File: src/dttu_pkg.sv
`default_nettype none
// Shared constants of the debug trigger and trace unit.
package dttu_pkg;

    ////////////////////////////////////////////////////////////////////////////////
    // Register offsets on the plain register port.
    localparam logic [7:0] OFS_CTRL      = 8'h00;
    localparam logic [7:0] OFS_STATUS    = 8'h04;
    localparam logic [7:0] OFS_TRIG_BASE = 8'h40;
    localparam logic [3:0] TRIG_OFS_ADDR = 4'h0;
    localparam logic [3:0] TRIG_OFS_DATA = 4'h4;
    localparam logic [3:0] TRIG_OFS_CFG  = 4'h8;

    ////////////////////////////////////////////////////////////////////////////////
    // Control register fields.
    localparam int CTRL_START     = 0;
    localparam int CTRL_STOP      = 1;
    localparam int CTRL_STOP_FULL = 2;
    localparam int CTRL_EXEC_EN   = 3;
    localparam int CTRL_MODE_LSB  = 4;
    localparam int CTRL_DISARM    = 8;
    localparam int CTRL_RELEASE   = 9;
    localparam int MODE_W         = 3;

    // Status register fields.
    localparam int ST_TRACE_ON  = 0;
    localparam int ST_ARMED     = 1;
    localparam int ST_BREAK     = 2;
    localparam int ST_FULL      = 3;
    localparam int ST_COUNT_LSB = 8;

    ////////////////////////////////////////////////////////////////////////////////
    // Trigger configuration fields: conditions, then actions.
    localparam int CFG_EN       = 0;
    localparam int CFG_BUS      = 1;
    localparam int CFG_ADDR     = 2;
    localparam int CFG_DATA     = 3;
    localparam int CFG_RD       = 4;
    localparam int CFG_WR       = 5;
    localparam int CFG_ARMED    = 6;
    localparam int CFG_RANGE    = 7;
    localparam int CFG_ACT_BRK  = 8;
    localparam int CFG_ACT_EXT  = 9;
    localparam int CFG_ACT_TON  = 10;
    localparam int CFG_ACT_TOFF = 11;
    localparam int CFG_ACT_SAMP = 12;
    localparam int CFG_ACT_ARM  = 13;
    localparam int CFG_W        = 14;

    ////////////////////////////////////////////////////////////////////////////////
    // Data trace filter modes and trace frame kinds.
    typedef enum logic [MODE_W-1:0] {
        MODE_LD_A, MODE_ST_A, MODE_BOTH_A, MODE_LD_D,
        MODE_LD_AD, MODE_ST_AD, MODE_BOTH_AD, MODE_SAMPLE
    } dttu_mode_t;

    typedef enum logic [1:0] {KIND_NONE, KIND_EXEC, KIND_LOAD, KIND_STORE} dttu_kind_t;

    // Reset values of the stored control fields.
    localparam logic       RST_STOP_FULL = 1'b0;
    localparam logic       RST_EXEC_EN   = 1'b1;
    localparam dttu_mode_t RST_MODE      = MODE_BOTH_AD;

endpackage : dttu_pkg
`default_nettype wire

File: src/dttu_top.sv
`timescale 1ns/1ps
`default_nettype none
// Overview of operation
// - Instruction address breakpoint hands processor to debug
// - Match one address on either bus
// - Match one data value on data bus
// - Qualify data match on read or write
// - Conditions on one trigger are ANDed
// - Armed condition matches only after arming event
// - Arm action enables dependent second trigger
// - Paired triggers bound an address/data range on the data bus
// - Break action halts processor, debug takes control
// - External trigger action pulses trigger output
// - Trace on/off actions start/stop capture
// - Sample action stores one data bus sample
// - Host starts and stops trace manually
// - Optional stop capture when buffer full
// - Trace buffer readable only over JTAG
// - Execution trace stores flow changes, compressed
// - Data trace filter selects one of eight modes
// - Requested data transfers are recorded; a full buffer drops the oldest frames or, with stop on full, the new ones
// - Execution frames written before data frames
module dttu_top
    import dttu_pkg::*;
#(
    parameter int NTRIG = 4,
    parameter int DEPTH = 16
)(
    // Clock and reset.
    input  wire logic        MCLK,
    input  wire logic        RST,
    // Register port.
    input  wire logic [7:0]  REG_ADDR,
    input  wire logic [31:0] REG_WDATA,
    input  wire logic        REG_WR,
    input  wire logic        REG_RD,
    output logic      [31:0] REG_RDATA,
    // Processor instruction bus.
    input  wire logic        I_VALID,
    input  wire logic [31:0] I_ADDR,
    input  wire logic        I_FLOW,
    // Processor data bus.
    input  wire logic        D_VALID,
    input  wire logic        D_WRITE,
    input  wire logic [31:0] D_ADDR,
    input  wire logic [31:0] D_DATA,
    // Debug actions.
    output logic             BREAK_REQ,
    output logic             EXT_TRIG,
    // JTAG trace readout.
    input  wire logic        JTAG_TCK,
    input  wire logic        JTAG_SHIFT,
    output logic             JTAG_TDO
);

    // Pointer width from the buffer depth; a frame is kind, address and data.
    localparam int AW = $clog2(DEPTH);
    localparam int FW = 66;

    // Everything the unit remembers lives in one registered word.
    typedef struct packed {
        logic [NTRIG-1:0][31:0]      t_addr;
        logic [NTRIG-1:0][31:0]      t_data;
        logic [NTRIG-1:0][CFG_W-1:0] t_cfg;
        logic                        stop_full;
        logic                        exec_en;
        dttu_mode_t                  mode;
        logic                        trace_on;
        logic                        armed;
        logic                        brk;
        logic                        ext;
        logic [15:0]                 icnt;
        logic [DEPTH-1:0][FW-1:0]    mem;
        logic [AW-1:0]               wptr;
        logic [AW-1:0]               rptr;
        logic [AW:0]                 count;
        logic [FW-1:0]               shreg;
        logic                        tck_s1;
        logic                        tck_s2;
        logic                        tck_s3;
        logic                        sh_s1;
        logic                        sh_s2;
        logic                        sh_s3;
        logic [31:0]                 rdata;
    } dttu_state_t;

    // Present state and the value it takes at the next clock edge.
    dttu_state_t r_r;
    dttu_state_t r_nxt;

    // Action requests of each trigger, merged further down.
    logic [NTRIG-1:0] brk_v;
    logic [NTRIG-1:0] ext_v;
    logic [NTRIG-1:0] ton_v;
    logic [NTRIG-1:0] toff_v;
    logic [NTRIG-1:0] samp_v;
    logic [NTRIG-1:0] arm_v;

    ////////////////////////////////////////////////////////////////////////////////
    // Trigger comparators, one per trigger.
    for (genvar i = 0; i < NTRIG; i++)
    begin : g_trig
        localparam int NX = (i + 1) % NTRIG;
        logic [CFG_W-1:0] c;
        logic             on_bus;
        logic             rng;
        logic [31:0]      a;
        logic             a_ok;
        logic             d_ok;
        logic             rw_ok;
        logic             hit;

        // The bus chosen by the trigger is only looked at while it carries a transfer.
        assign c      = r_r.t_cfg[i];
        assign on_bus = c[CFG_BUS] ? D_VALID : I_VALID;
        assign a      = c[CFG_BUS] ? D_ADDR : I_ADDR;
        assign rng    = c[CFG_RANGE] & c[CFG_BUS];
        // Bounds come from this trigger and the next one when a range is selected on the data bus.
        assign a_ok   = !c[CFG_ADDR] || (rng ? (a >= r_r.t_addr[i] && a <= r_r.t_addr[NX])
                                             : a == r_r.t_addr[i]);
        assign d_ok   = !c[CFG_DATA] || !c[CFG_BUS]
                        || (rng ? (D_DATA >= r_r.t_data[i] && D_DATA <= r_r.t_data[NX])
                                : D_DATA == r_r.t_data[i]);
        // Read-only and write-only together never match a data bus transfer.
        assign rw_ok  = !c[CFG_BUS] || ((!c[CFG_RD] || !D_WRITE) && (!c[CFG_WR] || D_WRITE));
        // All enabled conditions must hold together.
        assign hit    = c[CFG_EN] & on_bus & a_ok & d_ok & rw_ok
                        & (!c[CFG_ARMED] || r_r.armed);
        // A matching trigger raises each of its enabled actions; sample only on the data bus.
        assign brk_v[i]  = hit & c[CFG_ACT_BRK];
        assign ext_v[i]  = hit & c[CFG_ACT_EXT];
        assign ton_v[i]  = hit & c[CFG_ACT_TON];
        assign toff_v[i] = hit & c[CFG_ACT_TOFF];
        assign samp_v[i] = hit & c[CFG_ACT_SAMP] & c[CFG_BUS];
        assign arm_v[i]  = hit & c[CFG_ACT_ARM];
    end

    ////////////////////////////////////////////////////////////////////////////////
    // Next-state signals.
    // Decode results and frame assembly used inside the next-state process.
    logic          ctrl_wr;
    logic [7:0]    toff;
    logic [3:0]    tidx;
    logic          trig_sel;
    logic          ld_a;
    logic          st_a;
    logic          ld_d;
    logic          st_d;
    logic          want_a;
    logic          want_d;
    logic          samp;
    logic          exec_v;
    logic          data_v;
    logic [FW-1:0] exec_f;
    logic [FW-1:0] data_f;
    logic          tck_rise;
    logic          sh_rise;
    logic          pop;
    logic [1:0]    n_req;
    logic [1:0]    n_wr;
    logic [1:0]    drop;
    logic [AW+1:0] free;
    logic [31:0]   st;

    // One pass computes every next value of the state.
    always_comb
    begin
        r_nxt    = r_r;
        // Register port address decode, shared by writes and reads.
        ctrl_wr  = REG_WR && REG_ADDR == OFS_CTRL;
        toff     = REG_ADDR - OFS_TRIG_BASE;
        tidx     = toff[7:4];
        trig_sel = REG_ADDR >= OFS_TRIG_BASE && tidx < 4'(NTRIG);

        // Two flip-flops on each JTAG pin, a third for edge finding.
        // The link clock must stay well below the system clock to be seen.
        r_nxt.tck_s1 = JTAG_TCK;
        r_nxt.tck_s2 = r_r.tck_s1;
        r_nxt.tck_s3 = r_r.tck_s2;
        // The readout select goes through the same two-stage synchroniser.
        r_nxt.sh_s1  = JTAG_SHIFT;
        r_nxt.sh_s2  = r_r.sh_s1;
        r_nxt.sh_s3  = r_r.sh_s2;
        tck_rise     = r_r.tck_s2 & ~r_r.tck_s3;
        sh_rise      = r_r.sh_s2 & ~r_r.sh_s3;

        // Register writes from the host.
        if (ctrl_wr)
        begin
            r_nxt.stop_full = REG_WDATA[CTRL_STOP_FULL];
            r_nxt.exec_en   = REG_WDATA[CTRL_EXEC_EN];
            r_nxt.mode      = dttu_mode_t'(REG_WDATA[CTRL_MODE_LSB +: MODE_W]);
        end
        if (REG_WR && trig_sel)
        begin
            unique case (toff[3:0])
                TRIG_OFS_ADDR: r_nxt.t_addr[tidx] = REG_WDATA;
                TRIG_OFS_DATA: r_nxt.t_data[tidx] = REG_WDATA;
                TRIG_OFS_CFG:  r_nxt.t_cfg[tidx]  = REG_WDATA[CFG_W-1:0];
                default: ;
            endcase
        end

        // Sticky action state; a new event wins over a clear in the same cycle.
        // The external trigger is a pulse of one cycle per matching transfer.
        r_nxt.ext   = |ext_v;
        r_nxt.armed = (|arm_v) | (r_r.armed & ~(ctrl_wr & REG_WDATA[CTRL_DISARM]));
        r_nxt.brk   = (|brk_v) | (r_r.brk & ~(ctrl_wr & REG_WDATA[CTRL_RELEASE]));

        // Data trace filter decode.
        ld_a   = r_r.mode inside {MODE_LD_A, MODE_BOTH_A, MODE_LD_AD, MODE_BOTH_AD};
        st_a   = r_r.mode inside {MODE_ST_A, MODE_BOTH_A, MODE_ST_AD, MODE_BOTH_AD};
        ld_d   = r_r.mode inside {MODE_LD_D, MODE_LD_AD, MODE_BOTH_AD};
        st_d   = r_r.mode inside {MODE_ST_AD, MODE_BOTH_AD};
        // Pick the filter half that matches the direction of the transfer.
        want_a = D_WRITE ? st_a : ld_a;
        want_d = D_WRITE ? st_d : ld_d;
        samp   = |samp_v;

        // Execution frame carries the flow-change address and instructions covered.
        exec_v = r_r.exec_en & r_r.trace_on & I_VALID & I_FLOW;
        exec_f = {KIND_EXEC, I_ADDR, 16'h0000, r_r.icnt + 16'h0001};
        // A sample is taken even while trace is off, and keeps all fields.
        data_v = samp | (r_r.trace_on & D_VALID & (want_a | want_d));
        data_f = {D_WRITE ? KIND_STORE : KIND_LOAD,
                  (samp | want_a) ? D_ADDR : 32'h0000_0000,
                  (samp | want_d) ? D_DATA : 32'h0000_0000};
        // Count the instructions since the last flow change for compression.
        if (r_r.exec_en & r_r.trace_on & I_VALID)
        begin
            r_nxt.icnt = I_FLOW ? 16'h0000 : r_r.icnt + 16'h0001;
        end

        // Buffer bookkeeping: readout pop, new frames, overflow handling.
        pop   = sh_rise & (r_r.count != '0);
        n_req = {1'b0, exec_v} + {1'b0, data_v};
        free  = (AW+2)'(DEPTH) - {1'b0, r_r.count} + {{(AW+1){1'b0}}, pop};
        // Without stop on full the oldest frames give way to new ones.
        n_wr  = n_req;
        drop  = 2'b00;
        if ({{AW{1'b0}}, n_req} > free)
        begin
            if (r_r.stop_full)
            begin
                n_wr = free[1:0];
            end
            else
            begin
                drop = n_req - free[1:0];
            end
        end
        // Execution frame takes the first slot, data frame the next.
        if (n_wr != 2'b00)
        begin
            r_nxt.mem[r_r.wptr] = exec_v ? exec_f : data_f;
        end
        if (n_wr == 2'b10)
        begin
            r_nxt.mem[r_r.wptr + AW'(1)] = data_f;
        end
        // Pointers wrap on their own because the depth is a power of two.
        r_nxt.wptr  = r_r.wptr + AW'(n_wr);
        r_nxt.rptr  = r_r.rptr + AW'(pop) + AW'(drop);
        r_nxt.count = r_r.count - (AW+1)'(pop) + (AW+1)'(n_wr) - (AW+1)'(drop);

        // Trace enable: manual and trigger starts win over any stop.
        // With stop on full, capture ends by itself once the buffer is full.
        r_nxt.trace_on = (|ton_v) | (ctrl_wr & REG_WDATA[CTRL_START])
                         | (r_r.trace_on & ~((|toff_v) | (ctrl_wr & REG_WDATA[CTRL_STOP])
                         | (r_r.stop_full & r_nxt.count == (AW+1)'(DEPTH))));

        // JTAG shift register: load oldest frame, then shift one bit per TCK.
        if (sh_rise)
        begin
            // An empty buffer hands out an all-zero frame of kind none.
            r_nxt.shreg = pop ? r_r.mem[r_r.rptr] : '0;
        end
        else if (tck_rise & r_r.sh_s2)
        begin
            r_nxt.shreg = r_r.shreg >> 1;
        end

        // Register read answers in the next cycle only.
        // Status shows live flags and the number of frames waiting.
        st                 = '0;
        st[ST_TRACE_ON]    = r_r.trace_on;
        st[ST_ARMED]       = r_r.armed;
        st[ST_BREAK]       = r_r.brk;
        st[ST_FULL]        = r_r.count == (AW+1)'(DEPTH);
        st[ST_COUNT_LSB +: AW+1] = r_r.count;
        r_nxt.rdata        = '0;
        if (REG_RD)
        begin
            if (REG_ADDR == OFS_CTRL)
            begin
                // Pulse bits read back as zero; only stored fields show.
                r_nxt.rdata[CTRL_STOP_FULL]              = r_r.stop_full;
                r_nxt.rdata[CTRL_EXEC_EN]                = r_r.exec_en;
                r_nxt.rdata[CTRL_MODE_LSB +: MODE_W]     = r_r.mode;
            end
            else if (REG_ADDR == OFS_STATUS)
            begin
                r_nxt.rdata = st;
            end
            else if (trig_sel)
            begin
                unique case (toff[3:0])
                    TRIG_OFS_ADDR: r_nxt.rdata = r_r.t_addr[tidx];
                    TRIG_OFS_DATA: r_nxt.rdata = r_r.t_data[tidx];
                    TRIG_OFS_CFG:  r_nxt.rdata[CFG_W-1:0] = r_r.t_cfg[tidx];
                    default: ;
                endcase
            end
        end
    end

    ////////////////////////////////////////////////////////////////////////////////
    // State register.
    always_ff @(posedge MCLK or posedge RST)
    begin
        if (RST)
        begin
            // Control defaults come back; every other field clears.
            r_r           <= '0;
            r_r.stop_full <= RST_STOP_FULL;
            r_r.exec_en   <= RST_EXEC_EN;
            r_r.mode      <= RST_MODE;
        end
        else
        begin
            r_r <= r_nxt;
        end
    end

    // Outputs straight from flip-flops.
    // Read data is zero outside the cycle after a read strobe.
    assign REG_RDATA = r_r.rdata;
    assign BREAK_REQ = r_r.brk;
    assign EXT_TRIG  = r_r.ext;
    assign JTAG_TDO  = r_r.shreg[0];

endmodule : dttu_top
`default_nettype wire

File: config.mk
export PLATFORM = sky130hd
export DESIGN_NAME = dttu_top
export DESIGN_NICKNAME = d
export VERILOG_FILES = /design/src/dttu_pkg.sv /design/src/dttu_top.sv
export SDC_FILE = /design/constraint.sdc
export NUM_CORES = 2
export LEC_CHECK = 0
export BUFFER_PORTS_ARGS = -buffer_cell sky130_fd_sc_hd__buf_2
export CELL_PAD_IN_SITES_DETAIL_PLACEMENT = 1
export CELL_PAD_IN_SITES_GLOBAL_PLACEMENT = 2
export CORE_UTILIZATION = 26
export CTS_CLUSTER_DIAMETER = 60
export DETAILED_ROUTE_END_ITERATION = 12
export PLACE_DENSITY = 0.67
export SYNTH_ARGS = -nofsm -noshare
export SYNTH_HDL_FRONTEND = slang
export SYNTH_SLANG_ARGS = --single-unit
File: constraint.sdc
create_clock -name MCLK -period 47.8 [get_ports MCLK]
set_clock_uncertainty 0.15 [all_clocks]
set_input_delay 2.39 -clock MCLK [delete_from_list [all_inputs] [get_ports MCLK]]
set_output_delay 2.39 -clock MCLK [all_outputs]
set_load 0.005 [all_outputs]
==> flow_summary.json <==
{
  "yosys_warnings": 0,
  "fp.dieArea_mm2": 0.3540,
  "die_y_um": 595.0,
  "grt_pass1_vias": 81680,
  "fmax_ghz": 0.08924,
  "synth_edf_count": 0,
  "cp-end-kind": "flop",
  "ant_nets": 0,
  "dr.pass1.iters": 6,
  "yosysSeqAreaShare_pct": 41.33,
  "worst_slack_ns": 36.59,
  "wl_per_cell_um": 29.37,
  "syn_area_per_cell_um2": 9.807,
  "max_cap_viol_count": 0,
  "grtUsageMet3_pct": 3.591,
  "arrival_ns": 11.72,
  "cts.repair.resized": 0,
  "syn_area_mm2": 0.09143,
  "instances_no_fill": 13740,
  "clkSinkCount": 1510,
  "drt_wl_total_um": 403600,
  "p_per_area_mw_per_mm2": 43.61,
  "clock_path_buffers": 4,
  "gp_congestion": 0.8769,
  "outcome": "complete, no violations",
  "maxSlewHeadroom_pct": 10.92,
  "start_kind": "input pin",
  "hold_viol": 0,
  "rows": 217,
  "min_path_cells": 0,
  "drtIter0Drc": 6659,
  "initial_core_util_pct": 26.14,
  "min_from": "r_nxt[33]$_DFF_PP0_",
  "cp_cell_sequence": "buf_2 -> mux2_2 -> ha_1 -> nand4_1 -> nor4_1 -> nor3b_1 -> a21boi_0 -> o21ai_0 -> and4bb_2 -> a31o_2 -> nand3b_1 -> ha_1 -> inv_1 -> ha_1 -> a22oi_1 -> nand2_1 -> a211oi_1 -> and2_1 -> mux2_2 -> nor3_1 -> nand2_1 -> o21ai_4 -> buf_4 -> o22ai_1",
  "place_area_mm2": 0.09640,
  "startpoint": "D_ADDR[30]",
  "crit_top_cell": "ha_1",
  "min_period_ns": 11.21,
  "num_io_pins": 181,
  "post_cts_buffers": 0,
  "power_switching_mw": 1.548,
  "grtUsageMet1_pct": 28.79,
  "grt_overflow": 0,
  "port_buffers": 180,
  "viasPerCell": 5.650,
  "power_frac_clock_pct": 35.0,
  "clk_pin_slew_ns": 0.06,
  "grt_pass1_wl_um": 588200,
  "met2_usage_pct": 36.97,
  "syn_nets": 9879,
  "grt_start_max_net_pins": 218,
  "root_buffer": "clkbuf_16",
  "internal_power_mw": 2.950,
  "critPathRequiredTime_ns": 48.32,
  "synth_top_area_cell": "dfrtp_1",
  "vias": 77630,
  "hold_ws_ns": 0.2038,
  "area_growth_pct": 12.81,
  "dp_hpwl_um": 257500,
  "htreeDepth": 4,
  "core_area_mm2": 0.3497,
  "synth_top_flop_cell": "dfrtp_1",
  "setup_violations": 0,
  "worst_path_max_delay_cell": "buf_4",
  "comb_power_share_pct": 28.5,
  "dp.cells": 13370,
  "busiest_layer": "met2",
  "fin_util_pct": 29.49,
  "synthesis.instances": 9322,
  "async_reset_ff_share_pct": 100.0,
  "fin_setup_tns_ns": 0,
  "die_w_um": 595.0,
  "final_area_mm2": 0.1031,
  "clk_latency_ns": 0.91,
  "drcViolationCount": 0,
  "netSwitchingFraction_pct": 34.41,
  "ir_worst_vdd_mv": 0.02877,
  "slew_viol_final": 0,
  "rsz0062_at_grt": "false",
  "dpl_worst_slack_ns": 35.86,
  "synth_seq_cells": 1510,
  "nets": 9530,
  "pwr-share-seq_pct": 36.6,
  "crit_type": "in -> reg",
  "synthDominantCellAreaShare_pct": 41.25,
  "fill_cells": 39460,
  "critPathMaxFanout": 42,
  "worst_pin_slew_ns": 1.331,
  "hold_class": "reg -> reg",
  "period_share_pct": 23.44,
  "antenna_found_initial": 51,
  "ys_types": 80,
  "numCtsBuffers": 201,
  "finalPower_mw": 4.498,
  "slowest_delay_ns": 0.91,
  "timing.rr.start": "g_trig[2].c[1]$_DFFE_PP0P_",
  "rr_worst_depth": 25,
  "hold_buffers": 0,
  "track_usage_pct": 22.29,
  "power_leakage_nw": 46.01,
  "cts_tree": "built",
  "drive_above_1_share_pct": 16.12,
  "synth_area_leaders": "dfrtp_1 (41%), mux4_2 (10%), nand2_1 (6.2%), o21ai_0 (6.2%), ha_1 (5.5%)"
}
==> synth_stat cells, types with 174 or more instances <==
cell,count
nor2_1,426
o22ai_1,174
a32o_1,352
a21oi_1,458
ha_1,403
mux2_2,251
mux4_2,408
dfrtp_1,1507
nand2_1,1519
inv_1,304
clkbuf_1,622
mux2i_1,415
o21ai_0,1124
==> flip-flops by register name (all words and copies together) (netlist names) <==
| signal | count |
|---|---|
| EXT_TRIG | 1 |
| g_trig.c | 56 |
| r_r | 1415 |
| r_nxt | 4 |
| BREAK_REQ | 1 |
| JTAG_TDO | 1 |
| REG_RDATA | 32 |
==> worst paths after layout <==
| path | to | slack (ns) |
|---|---|---|
| max in group asynchronous | r_r[1082]$_DFF_PP0_ | 41.88 |
| worst min register to register | r_nxt[32]$_DFF_PP0_ | 0.20 |
| worst max register to register | r_r[1025]$_DFF_PP0_ | 37.41 |
| worst max-delay path | r_r[1025]$_DFF_PP0_ | 36.59 |
| min in group asynchronous | r_r[207]$_DFF_PP0_ | 1.47 |
| worst min-delay path | r_nxt[32]$_DFF_PP0_ | 0.20 |
==> cell usage in the layout, fill, tap and decap left out, types with 23 or more instances in the layout <==
| cell type | synthesis | final |
|---|---|---|
| nor2_4 | 0 | 24 |
| a221oi_1 | 28 | 28 |
| nor3_1 | 33 | 31 |
| inv_1 | 304 | 303 |
| a21oi_1 | 458 | 458 |
| o2bb2ai_1 | 33 | 33 |
| nor2b_1 | 24 | 24 |
| clkbuf_1 | 622 | 52 |
| mux4_2 | 408 | 408 |
| dfrtp_1 | 1507 | 1499 |
| a32o_1 | 352 | 352 |
| o211ai_1 | 78 | 78 |
| a21o_1 | 28 | 28 |
| clkbuf_16 | 0 | 205 |
| buf_2 | 137 | 178 |
| buf_4 | 33 | 212 |
| nor2_1 | 426 | 402 |
| o21ai_0 | 1124 | 1124 |
| clkinv_2 | 0 | 23 |
| mux2i_1 | 415 | 407 |
| mux2_2 | 251 | 251 |
| clkbuf_8 | 0 | 37 |
| o21a_1 | 134 | 133 |
| nand3_1 | 63 | 51 |
| nand4_1 | 76 | 76 |
| a211oi_1 | 110 | 110 |
| o22ai_1 | 174 | 174 |
| a22oi_1 | 124 | 124 |
| o21ai_1 | 99 | 84 |
| nand2_1 | 1519 | 1506 |
| ha_1 | 403 | 403 |
==> power groups by stage <==
stage	Combinational [mW]	Clock, mW	Sequential, mW
after floorplan	0.939	0	1.59
after global placement	1.23	0	1.65
after detailed placement	1.28	0	1.66
after CTS	1.28	1.60	1.64
after global routing	1.40	1.64	1.67
final	1.28	1.57	1.65
==> layer usage <==
metal  wire, µm  part of all wire (%)
met4      17440                   4.3
met1     171500                    42
met5        213                 0.053
met3      22610                   5.6
met2     191800                    48
==> critical path, delay by kind of cell <==
family / cells / cell delay, ns
AO/OA/AOI/OAI: 7 / 2.13
AND/OR/NAND/NOR: 9 / 3.98
multiplexers: 2 / 0.82
adder cells (fa/ha/maj): 3 / 0.95
buffers and inverters: 3 / 1.29
==> layout make-up <==
type | instances | area [µm²] | share of cell area, %
Antenna cell | 14 | 35.03 | 0.03397
Clock buffer | 294 | 5834 | 5.657
Clock inverter | 64 | 867.1 | 0.8407
Inverter | 305 | 1152 | 1.117
Multi-Input combinational cell | 6558 | 49070 | 47.58
Sequential cell | 1510 | 37810 | 36.66
Tap cell | 4599 | 5754 | 5.579
Timing Repair Buffer | 397 | 2614 | 2.534
==> cell families after synthesis <==
family	synth area share [%]
mux	17.69
fa+ha+maj	5.690
simple gates	9.926
flops	41.33
compound gates	19.43
buf+inv	5.736
xor+xnor	0.2012
Note: power is estimated with default switching activity, not from simulation.
